File: src/udr_consts.vh
// Constants for the DMA setup and interrupt register bank.
// Assumes inclusion by bare name from the design files of this block.
`ifndef UDR_CONSTS_VH
`define UDR_CONSTS_VH

// ----------------------------------------
// Register offsets
// ----------------------------------------
`define UDR_OFS_INT_STATUS   8'h18
`define UDR_OFS_DMA_REASON   8'h50
`define UDR_OFS_DMA_IRQ_EN   8'h54
`define UDR_OFS_DMA_EP_SEL   8'h58
`define UDR_OFS_DMA_BURST    8'h64

// ----------------------------------------
// Interrupt status fields
// ----------------------------------------
`define UDR_IS_BUS_RESET     0
`define UDR_IS_FRAME         1
`define UDR_IS_PSEUDO_FRAME  2
`define UDR_IS_SUSPEND       3
`define UDR_IS_RESUME        4
`define UDR_IS_HS_CHANGE     5
`define UDR_IS_DMA           6
`define UDR_IS_VBUS_RISE     7
`define UDR_IS_CTRL_SETUP    8
`define UDR_IS_EP_LSB        10
`define UDR_IS_EP_MSB        25
`define UDR_IS_VALID_MASK    32'h03fffdff
`define UDR_IS_RESET_VAL     32'h00000000
`define UDR_IS_BUS_RESET_FLAG_VAL    32'h00000001

// ----------------------------------------
// DMA reason and enable fields
// ----------------------------------------
`define UDR_DR_XFER_OK       8
`define UDR_DR_INT_END       10
`define UDR_DR_EXT_END       11
`define UDR_DR_STOP_DONE     12
`define UDR_DR_TEST          15
`define UDR_DR_CAUSE_MASK    16'h1d00
`define UDR_DE_RW_MASK       16'h1fff
`define UDR_DE_RESET_VAL     16'h0000

// ----------------------------------------
// DMA endpoint and burst fields
// ----------------------------------------
`define UDR_EP_DIR_BIT       0
`define UDR_EP_IDX_LSB       1
`define UDR_EP_IDX_MSB       3
`define UDR_EP_RESET_VAL     4'h0
`define UDR_BURST_W          13
`define UDR_BURST_RESET_VAL  13'h0002

`endif

File: src/udr_dma_reason.v
// DMA interrupt reason register with its change detection.
// Assumes cause pulses come from DMA engine logic on clk.
`timescale 1ns/1ps
module udr_dma_reason (
  // Clock and reset
  input  wire        clk,
  input  wire        rst,
  input  wire        bus_reset,
  // Causes from the DMA engine
  input  wire        stop_cmd_done,
  input  wire        external_end_seen,
  input  wire        internal_end_seen,
  input  wire        transfer_complete,
  input  wire        short_transfer,
  // Register access
  input  wire        clear_wr,
  input  wire [15:0] clear_data,
  input  wire [15:0] irq_enable,
  // Results
  output wire [15:0] reason,
  output wire        dma_event
);
`include "udr_consts.vh"

  reg  [15:0] reason_r;
  reg  [15:0] reason_nxt;
  wire [15:0] set_vec;
  wire [15:0] clr_vec;

  assign set_vec = {short_transfer, 2'b00, stop_cmd_done, external_end_seen,
                    internal_end_seen, 1'b0, transfer_complete, 8'h00};
  assign clr_vec = clear_wr ? (clear_data & `UDR_DR_CAUSE_MASK) : 16'h0000;

  // ----------------------------------------
  // Cause bits
  // ----------------------------------------
  always @* begin
    reason_nxt = (reason_r & ~clr_vec) | set_vec;
    if (bus_reset) begin
      reason_nxt = 16'h0000;
    end
  end

  always @(posedge clk or posedge rst) begin
    if (rst) begin
      reason_r <= 16'h0000;
    end else begin
      reason_r <= reason_nxt;
    end
  end

  assign reason = reason_r;
  // Enable gates event
  // Only newly set causes count, so a clear alone never re-raises the summary
  assign dma_event = |(set_vec & ~reason_r & irq_enable & `UDR_DR_CAUSE_MASK) & ~bus_reset;

endmodule // udr_dma_reason

File: src/udr_dma_request_gen.v
// DMA request generator paced by the programmed burst length.
// Assumes level and acknowledge come from FIFO and DMA logic on clk.
`timescale 1ns/1ps
module udr_dma_request_gen #(
  parameter BW = 13
) (
  // Clock and reset
  input  wire          clk,
  input  wire          rst,
  input  wire          bus_reset,
  // Control
  input  wire          dma_active,
  input  wire [BW-1:0] burst_length,
  input  wire [BW-1:0] fifo_level,
  input  wire          dma_ack,
  // Request
  output wire          dma_request
);

  localparam S_IDLE  = 1'b0;
  localparam S_BURST = 1'b1;

  reg          state_r;
  reg          state_nxt;
  reg [BW-1:0] left_r;
  reg [BW-1:0] left_nxt;
  wire [BW-1:0] burst_eff;

  // Zero burst would never end; treat it as one
  assign burst_eff = (burst_length == {BW{1'b0}}) ? {{(BW-1){1'b0}}, 1'b1} : burst_length;

  // ----------------------------------------
  // Burst sequencing
  // ----------------------------------------
  always @* begin
    state_nxt = state_r;
    left_nxt  = left_r;
    case (state_r)
      S_IDLE: begin
        if (dma_active && (fifo_level >= burst_eff)) begin
          state_nxt = S_BURST;
          left_nxt  = burst_eff;
        end
      end
      S_BURST: begin
        if (dma_ack) begin
          left_nxt = left_r - {{(BW-1){1'b0}}, 1'b1};
          if (left_r == {{(BW-1){1'b0}}, 1'b1}) begin
            state_nxt = S_IDLE;
          end
        end
        if (!dma_active) begin
          state_nxt = S_IDLE;
        end
      end
      default: begin
        state_nxt = S_IDLE;
      end
    endcase
    if (bus_reset) begin
      state_nxt = S_IDLE;
    end
  end

  always @(posedge clk or posedge rst) begin
    if (rst) begin
      state_r <= S_IDLE;
      left_r  <= {BW{1'b0}};
    end else begin
      state_r <= state_nxt;
      left_r  <= left_nxt;
    end
  end

  assign dma_request = (state_r == S_BURST);

endmodule // udr_dma_request_gen

File: src/udr_regs.v
// Register bank for DMA setup and the main interrupt status.
// Assumes the register port and all event pulses are synchronous to clk.
`timescale 1ns/1ps
module udr_regs (
  // Clock and reset
  input  wire        clk,
  input  wire        rst,
  // USB bus reset event
  input  wire        bus_reset,
  // Register port
  input  wire [7:0]  reg_addr,
  input  wire        reg_wr,
  input  wire        reg_rd,
  input  wire [31:0] reg_wdata,
  output wire [31:0] reg_rdata,
  // Interrupt enables kept elsewhere
  input  wire [31:0] int_enable,
  output wire        irq,
  // Bus and endpoint events
  input  wire [7:0]  ep_tx_flag,
  input  wire [7:0]  ep_rx_flag,
  input  wire        ctrl_setup_flag,
  input  wire        vbus_rise_flag,
  input  wire        highspeed_change_flag,
  input  wire        resume_flag,
  input  wire        suspend_flag,
  input  wire        pseudo_frame_flag,
  input  wire        frame_flag,
  // DMA causes
  input  wire        stop_cmd_done,
  input  wire        external_end_seen,
  input  wire        internal_end_seen,
  input  wire        transfer_complete,
  input  wire        short_transfer,
  // DMA path control
  input  wire        dma_active,
  input  wire [12:0] fifo_level,
  input  wire        dma_ack,
  output wire [2:0]  dma_ep_select,
  output wire        dma_direction,
  output wire        dma_request
);
`include "udr_consts.vh"

  // ----------------------------------------
  // Storage
  // ----------------------------------------
  reg  [31:0] status_r;
  reg  [31:0] status_nxt;
  reg  [15:0] dma_en_r;
  reg  [3:0]  ep_sel_r;
  reg  [12:0] burst_r;
  reg  [31:0] rdata_r;
  reg  [31:0] rdata_nxt;
  wire [31:0] status_set;
  wire [15:0] ep_pairs;
  wire [15:0] reason;
  wire        dma_event;
  wire        wr_status;
  wire        wr_reason;
  wire        wr_dma_en;
  wire        wr_ep_sel;
  wire        wr_burst;

  // Address match, used for each register
  function hit;
    input [7:0] a;
    input [7:0] ofs;
    begin
      hit = (a == ofs);
    end
  endfunction

  assign wr_status = reg_wr & hit(reg_addr, `UDR_OFS_INT_STATUS);
  assign wr_reason = reg_wr & hit(reg_addr, `UDR_OFS_DMA_REASON);
  assign wr_dma_en = reg_wr & hit(reg_addr, `UDR_OFS_DMA_IRQ_EN);
  assign wr_ep_sel = reg_wr & hit(reg_addr, `UDR_OFS_DMA_EP_SEL);
  assign wr_burst  = reg_wr & hit(reg_addr, `UDR_OFS_DMA_BURST);

  // ----------------------------------------
  // Endpoint pair interleave
  // ----------------------------------------
  genvar g;
  generate
    for (g = 0; g < 8; g = g + 1) begin : g_ep
      assign ep_pairs[2*g]   = ep_rx_flag[g];
      assign ep_pairs[2*g+1] = ep_tx_flag[g];
    end
  endgenerate

  assign status_set = {6'h00, ep_pairs, 1'b0, ctrl_setup_flag,
                       vbus_rise_flag, dma_event, highspeed_change_flag, resume_flag,
                       suspend_flag, pseudo_frame_flag, frame_flag, 1'b0};

  // ----------------------------------------
  // DMA reason register
  // ----------------------------------------
  // Single summary source
  udr_dma_reason u_reason (
    .clk               (clk),
    .rst               (rst),
    .bus_reset         (bus_reset),
    .stop_cmd_done     (stop_cmd_done),
    .external_end_seen (external_end_seen),
    .internal_end_seen (internal_end_seen),
    .transfer_complete (transfer_complete),
    .short_transfer    (short_transfer),
    .clear_wr          (wr_reason),
    .clear_data        (reg_wdata[15:0]),
    .irq_enable        (dma_en_r),
    .reason            (reason),
    .dma_event         (dma_event)
  );

  // ----------------------------------------
  // Interrupt status
  // ----------------------------------------
  always @* begin
    status_nxt = status_r;
    if (wr_status) begin
      status_nxt = status_nxt & ~reg_wdata;
    end
    // Newly set enabled reason cause sets summary
    // Set after clear so an event in the clearing cycle survives
    status_nxt = (status_nxt | status_set) & `UDR_IS_VALID_MASK;
    if (bus_reset) begin
      status_nxt = `UDR_IS_BUS_RESET_FLAG_VAL;
    end
  end

  always @(posedge clk or posedge rst) begin
    if (rst) begin
      status_r <= `UDR_IS_RESET_VAL;
    end else begin
      status_r <= status_nxt;
    end
  end

  assign irq = |(status_r & int_enable);

  // ----------------------------------------
  // DMA setup registers
  // ----------------------------------------
  always @(posedge clk or posedge rst) begin
    if (rst) begin
      dma_en_r <= `UDR_DE_RESET_VAL;
      ep_sel_r <= `UDR_EP_RESET_VAL;
      burst_r  <= `UDR_BURST_RESET_VAL;
    end else if (bus_reset) begin
      dma_en_r <= `UDR_DE_RESET_VAL;
      ep_sel_r <= `UDR_EP_RESET_VAL;
      burst_r  <= `UDR_BURST_RESET_VAL;
    end else begin
      if (wr_dma_en) begin
        dma_en_r <= reg_wdata[15:0] & `UDR_DE_RW_MASK;
      end
      if (wr_ep_sel) begin
        ep_sel_r <= reg_wdata[3:0];
      end
      if (wr_burst) begin
        burst_r <= reg_wdata[12:0];
      end
    end
  end

  assign dma_ep_select = ep_sel_r[`UDR_EP_IDX_MSB:`UDR_EP_IDX_LSB];
  assign dma_direction = ep_sel_r[`UDR_EP_DIR_BIT];

  // ----------------------------------------
  // DMA request pacing
  // ----------------------------------------
  // Overlap with the general endpoint index is not checked here; software owns it
  udr_dma_request_gen #(
    .BW (`UDR_BURST_W)
  ) u_dma_request (
    .clk          (clk),
    .rst          (rst),
    .bus_reset    (bus_reset),
    .dma_active   (dma_active),
    .burst_length (burst_r),
    .fifo_level   (fifo_level),
    .dma_ack      (dma_ack),
    .dma_request  (dma_request)
  );

  // ----------------------------------------
  // Read data
  // ----------------------------------------
  always @* begin
    rdata_nxt = rdata_r;
    if (reg_rd) begin
      case (reg_addr)
        `UDR_OFS_INT_STATUS: rdata_nxt = status_r;
        `UDR_OFS_DMA_REASON: rdata_nxt = {16'h0000, reason};
        `UDR_OFS_DMA_IRQ_EN: rdata_nxt = {16'h0000, dma_en_r};
        `UDR_OFS_DMA_EP_SEL: rdata_nxt = {28'h0000000, ep_sel_r};
        `UDR_OFS_DMA_BURST:  rdata_nxt = {19'h00000, burst_r};
        default:             rdata_nxt = 32'h00000000;
      endcase
    end
  end

  always @(posedge clk or posedge rst) begin
    if (rst) begin
      rdata_r <= 32'h00000000;
    end else begin
      rdata_r <= rdata_nxt;
    end
  end

  assign reg_rdata = rdata_r;

endmodule // udr_regs

File: config.mk
export PLATFORM = sky130hd
export DESIGN_NAME = udr_regs
export DESIGN_NICKNAME = d
export VERILOG_FILES = /design/src/udr_dma_reason.v /design/src/udr_dma_request_gen.v /design/src/udr_regs.v
export VERILOG_INCLUDE_DIRS = /design/src /design/src/src
export SDC_FILE = /design/constraint.sdc
export NUM_CORES = 1
export LEC_CHECK = 0
export BUFFER_PORTS_ARGS = -buffer_cell sky130_fd_sc_hd__buf_2
export CAP_MARGIN = 10
export CELL_PAD_IN_SITES_DETAIL_PLACEMENT = 0
export CELL_PAD_IN_SITES_GLOBAL_PLACEMENT = 1
export CORE_MARGIN = 3
export CORE_UTILIZATION = 25
export CTS_CLUSTER_SIZE = 14
export DETAILED_ROUTE_END_ITERATION = 10
export GPL_TIMING_DRIVEN = 0
export PLACE_DENSITY_LB_ADDON = 0.1
export SYNTH_ARGS = -nofsm -noshare
export SYNTH_HDL_FRONTEND = slang
export SYNTH_HIERARCHICAL = 1
export SYNTH_SLANG_ARGS = --single-unit
File: constraint.sdc
create_clock -name clk -period 2.4 [get_ports clk]
set_clock_uncertainty 0.15 [all_clocks]
set_input_delay 0.36 -clock clk [delete_from_list [all_inputs] [get_ports clk]]
set_output_delay 0.36 -clock clk [all_outputs]
set_load 0.01 [all_outputs]
======== Yosys cells after proc, flatten, opt, wreduce, memory -nomap -nowiden ========
Cells that the tools add are included.
word-level totals
  logic and storage cells ................. 65
  register bits ........................... 121
  input port bits ......................... 120
cells by class
  add/sub/neg operators ................... 1
  reduce and logical (&&, ||, !) cells .... 8
  magnitude comparators ................... 1
  bitwise gates (word level) .............. 18
  muxes and demuxes ....................... 21
  equality and inequality tests ........... 8
operators by type and width
  operator                                             count
  case mux 26 bit (5 select lines)                     1
  two-way mux 13 bit                                   6
  two-way mux 26 bit                                   2
  two-way mux 16 bit                                   3
  AND 26 x 32 -> 32 bit                                1
  == test 8 x 7 -> 1 bit (second input constant)       4
  OR reduction 32 bit                                  1
  AND 13 bit                                           2
  AND 26 bit                                           1
  inverter 26 bit                                      1
  bitwise OR 26 bit                                    1
  case mux 13 bit (2 select lines)                     1
  AND 16 bit                                           1
  inverter 16 bit                                      1
  bitwise OR 16 bit                                    1
  == test 13 x 1 -> 1 bit (second input constant)      1
  greater-or-equal comparator 13 bit                   1
  logical NOT 13 bit                                   1
  inverter 13 bit                                      1
  subtractor 13 x 1 -> 13 bit (second input constant)  1
  == test 8 x 5 -> 1 bit (second input constant)       1
  two-way mux 4 bit                                    2
  AND 1 bit                                            6
  nonzero test 2 bit                                   3
  8 further kinds                                      13

======== Longest topological paths before layout ========
  depth in word-level cells ............... 7
  depth in mapped cells ................... 10
  gate-level depth less buffers ........... 9

======== Hierarchy ========
Netlist, hierarchy kept.
by module, submodules not included
  module               area each (um^2)  times used  seq. area each (um^2)  cells each
  udr_regs             4040.1            1           2028.2                 393
  udr_dma_request_gen  1196.1            1           350.3                  142
  udr_dma_reason       310.3             1           125.1                  38

======== Worst setup path after synthesis ========
OpenSTA, ideal clock, no wires.
  path type ............................... register -> register
  start point ............................. reg burst_r[8]
  end point ............................... reg u_dma_request.left_r[0]
  setup time .............................. 82 ps
  setup slack ............................. 92 ps
  clock period less this slack ............ 2308 ps
  data arrival time ....................... 2076 ps
  stages on the path, launching flop included .. 11
  buffers on the path ..................... 1
  path through ............................ dfrtp_1 nor4_1 a31o_2 ha_1 inv_1 a21oi_1 o31ai_1 a31o_2 buf_2 o22ai_1 a31oi_1
on the way
  word-level cells in the longest chain between the ends .. 6
ends and longest elaborated chain
  item                                     RTL line                  text
  start, declared                          udr_regs.v:52             reg [12:0] burst_r;
  start signal, assigned                   udr_regs.v:148            burst_r <= `UDR_BURST_RESET_VAL;
  start signal, assigned                   udr_regs.v:152            burst_r <= `UDR_BURST_RESET_VAL;
  start signal, assigned                   udr_regs.v:161            burst_r <= reg_wdata[12:0];
  logical NOT 13 bit                       udr_dma_request_gen.v:30  assign burst_eff = (burst_length == {BW{1'b0}}) ? {{(BW-1){1'b0}}, 1'b1} : burst_length;
  two-way mux 13 bit (*)                   udr_dma_request_gen.v:30
  greater-or-equal comparator 13 bit       udr_dma_request_gen.v:40  if (dma_active && (fifo_level >= burst_eff)) begin
  logical AND 1 bit                        udr_dma_request_gen.v:40
  != test 2 x 1 -> 1 bit (no source line)  n/a
  AND reduction 2 bit (no source line)     n/a
  end signal, assigned                     udr_dma_request_gen.v:68  left_r <= {BW{1'b0}};
  end signal, assigned                     udr_dma_request_gen.v:71  left_r <= left_nxt;
  end, declared                            udr_dma_request_gen.v:25  reg [BW-1:0] left_r;
Mark *: on every way between the ends. The rest lies on a longest branch, timed or not. The select of a mux whose other input is x is not followed.
A chain may end at the register's enable or synchronous reset.

======== Final worst setup path ========
  start point ............................. reg burst_r[11]
  end point ............................... reg u_dma_request.left_r[0]
The elaborated chain is that of the path after synthesis.

==> flow_summary.toml <==
[yosys]
synthArstFlopShare_pct = 100
synth_seq_area_share_pct = 45.1
synthTopCellsByArea = "dfrtp_1, mux2i_1, nor2_1"
synthFlopType = "dfrtp_1"
avgSynthCellArea_sq_um = 9.68
netlist_instances = 573
syn-cell-area_sq_mm = 0.00555
synthDistinctLibCells = 57
synth_edf_count = 0
ys_seq_elements = 100
synth_area_leader_cell = "dfrtp_1"
yosysWarnings = 6
netlist.area_leader.share_pct = 44.7

[power]
ir_worst_vdd_uv = 285
powerDensity_mw_per_mm2 = 542
power_switching_mw = 1.04
switching_share_pct = 26.2
p_seq_share_pct = 46.0
internal_power_mw = 2.93
leakage_nw = 3.57
power_mw = 3.97
pwr-share-clk_pct = 40.3
power.share.combinational_pct = 13.7

[cells_and_area]
diodes = 0
area_growth_pct = 32.1
final_cells = 1032
final_nets = 887
drive_above_1_share_pct = 33.3

[floorplanning]
dieArea_sq_mm = 0.0240
die_y_microns = 155
core_sq_mm = 0.0214
ioPinCount = 158
fp-row-count = 53
initial_core_util_pct = 25.9
die_x_microns = 155

[worst_setup_path]
critPathMaxStageDelay_ns = 0.44
regToRegStartpoint = "burst_r[11]"
end_kind = "register"
reg2regPathDepth = 10
path_cells = "nor4_4, a31o_2, ha_4, inv_2, a21oi_2, o31ai_4, a31o_4, buf_8, o22ai_1, a31oi_1"
cp_data_required_time_ns = 2.52
crit_type = "reg2reg"
critPathLaunchType = "register"
cp_slowest_cell = "dfrtp_2"
crit_arrival_ns = 2.54
crit_buf_inv = 2
reg2reg_slack_ns = -0.02
critPathTopFamily = "compound AO/OA/AOI/OAI gates"
cp_max_fo = 10
timing.rr.end = "u_dma_request/left_r[0]"

[placed_design]
port_buffers = 137
place.gp.congestion = 0.833
dp.cells = 1002
dp_hpwl_mm = 15.2

[routing]
dr_wl_met3_microns = 867
top_layer_used = "met4"
drc_errors = 0
drt_wl_total_mm = 19.6
post_drt_via_cell_ratio = 4.86
wire_per_inst_microns = 19.0
drtIter0Drc = 308
vias = 5014
ant_nets = 0
wl_met2_mm = 9.34
first_pass_iters = 5
wl_met1_mm = 9.15

[hold_path]
worstHoldStart = "reg_wdata[17]"
hold_end = "status_r[17]"
hold_depth = 2
hp-class = "in2reg"

[job]
max_cap_violations = 0

[status]
violations = "setup timing"
status = "finished, violations left"

[global_route]
grt_usage_pct = 16.2
grt_pass1_wl_mm = 30.0
grt_pass1_vias = 5220
overflow = 0
antenna_found_initial = 0
grt_max_degree = 37

[sta]
timing.hold.ws_ns = 0.0346
post-route-min-period_ns = 2.42
setup_viol = 1
worst_pin_slew_ns = 0.665
fmax_mhz = 413
rsz0062_at_grt = "true"
period_share_pct = 101
fin_ws_ns = -0.0235
finalHoldViolCount = 0
maxSlewHeadroom_pct = 55.6
slew_viol_final = 0

[clock_network]
cts_buffers = 9
clockBufferDepth = 2
clock_latency_ns = 0.35
cts_num_sinks = 100
cts_max_level = 3
clock-root-buffer = "clkbuf_16"
cts.clk_slew.worst_paths_ns = 0.07
cts_tree = "done"
[power by group through the flow]
| stage | clock [mW] | combinational [mW] | sequential [mW] |
|---|---|---|---|
| floorplan | 0 | 0.291 | 1.83 |
| global placement | 0 | 0.486 | 1.85 |
| detailed placement | 0 | 0.508 | 1.85 |
| CTS | 1.64 | 0.539 | 1.82 |
| global route | 1.71 | 0.609 | 1.84 |
| finish | 1.60 | 0.546 | 1.83 |
[logic make-up after synthesis]
logic type	synth area share, %
other	0.135
and+or+nand+nor	16.3
AOI/OAI and AO/OA	18.7
adders and majority gates	3.38
muxes	7.15
DFF	45.1
buffers and inverters	9.23
[sequential cells by signal, summed over array words and instances, names as in the netlist]
name,flops
u_dma_request/left_r,13
reg_rdata,26
burst_r,13
dma_en_r,13
ep_sel_r,4
status_r,25
u_dma_request/dma_request,1
u_reason/reason,5
[what timing repair did]
item	in CTS	in global routing
cloned	1	0
pin swaps	4	11
buffers inserted	9	4
resized for setup	34	17
setup endpoints to repair	14	15
endpoints found under the hold margin	44	0
hold buffers	1	0
[worst max path at each step]
stage,start,slack (ns),to,depth (start not counted)
after floorplan,burst_r[8],0.09,u_dma_request/left_r[0],10
after global placement,burst_r[10],-0.54,u_dma_request/left_r[4],10
after detailed placement,burst_r[10],-0.53,u_dma_request/left_r[0],10
after CTS,burst_r[1],-0.05,u_dma_request/left_r[7],11
after global routing,burst_r[7],-0.11,u_dma_request/left_r[0],10
final,burst_r[11],-0.02,u_dma_request/left_r[0],10
[layout make-up]
type	count	area, sq um
Multi-Input combinational cell	382	2770
Clock inverter	5	75.1
Buffer	47	304
Clock buffer	11	243
Timing Repair Buffer	153	845
Tap cell	275	344
Inverter	59	225
Fill cell	2263	14100
Sequential cell	100	2520
[through the flow]
stage	setup TNS [ns]	setup slack (ns)	utilization (%)	area [sq um]
2_1_floorplan	0	0.0917	-	5610
3_3_place_gp	-7.46	-0.538	31.0	6640
3_5_place_dp	-7.76	-0.529	31.2	6680
4_1_cts	-0.198	-0.0524	33.7	7220
5_1_grt	-0.820	-0.110	34.2	7330
6_report	-0.0235	-0.0235	34.2	7330
[per-layer routing]
metal | up-vias | GRT usage [%]
li1 | 2396 | -
met1 | 2501 | 22.2
met2 | 103 | 26.1
met3 | 14 | 3.53
met4 | 0 | 3.62
met5 | - | 0
[layout by cell type (no fill, tap or decap), drive strengths merged, types with 10 or more instances in the layout]
cell type / Yosys / layout
mux2i: 34 / 34
o21ai: 16 / 16
a22o: 10 / 10
conb: 2 / 17
clkbuf: 14 / 25
inv: 59 / 58
dfrtp: 99 / 99
nor2: 71 / 71
nand2: 15 / 15
a22oi: 32 / 32
nand2b: 15 / 15
ha: 15 / 15
a21oi: 16 / 16
nand3: 19 / 19
buf: 33 / 185
a311oi: 25 / 25
[cell usage after synthesis (all sizes together) (2+ instances only)]
| cell | instances |
|---|---|
| dfrtp | 99 |
| nor2 | 71 |
| inv | 59 |
| mux2i | 34 |
| buf | 33 |
| a22oi | 32 |
| a311oi | 25 |
| nand3 | 19 |
| a21oi | 16 |
| o21ai | 16 |
| ha | 15 |
| nand2 | 15 |
| nand2b | 15 |
| clkbuf | 14 |
| a22o | 10 |
| a21boi | 9 |
| nor3 | 9 |
| nand4 | 7 |
| a211oi | 5 |
| mux2 | 5 |
| nand3b | 5 |
| nor4 | 5 |
| o221ai | 5 |
| a221oi | 4 |
| and2 | 4 |
| nor4b | 4 |
| o22ai | 4 |
| a31oi | 3 |
| and3 | 3 |
| a31o | 2 |
| conb | 2 |
| nand4b | 2 |
| nor2b | 2 |
| nor3b | 2 |
| o211ai | 2 |
| o31ai | 2 |
| or2 | 2 |
| or3 | 2 |
Note: power is estimated with default switching activity, not from simulation.
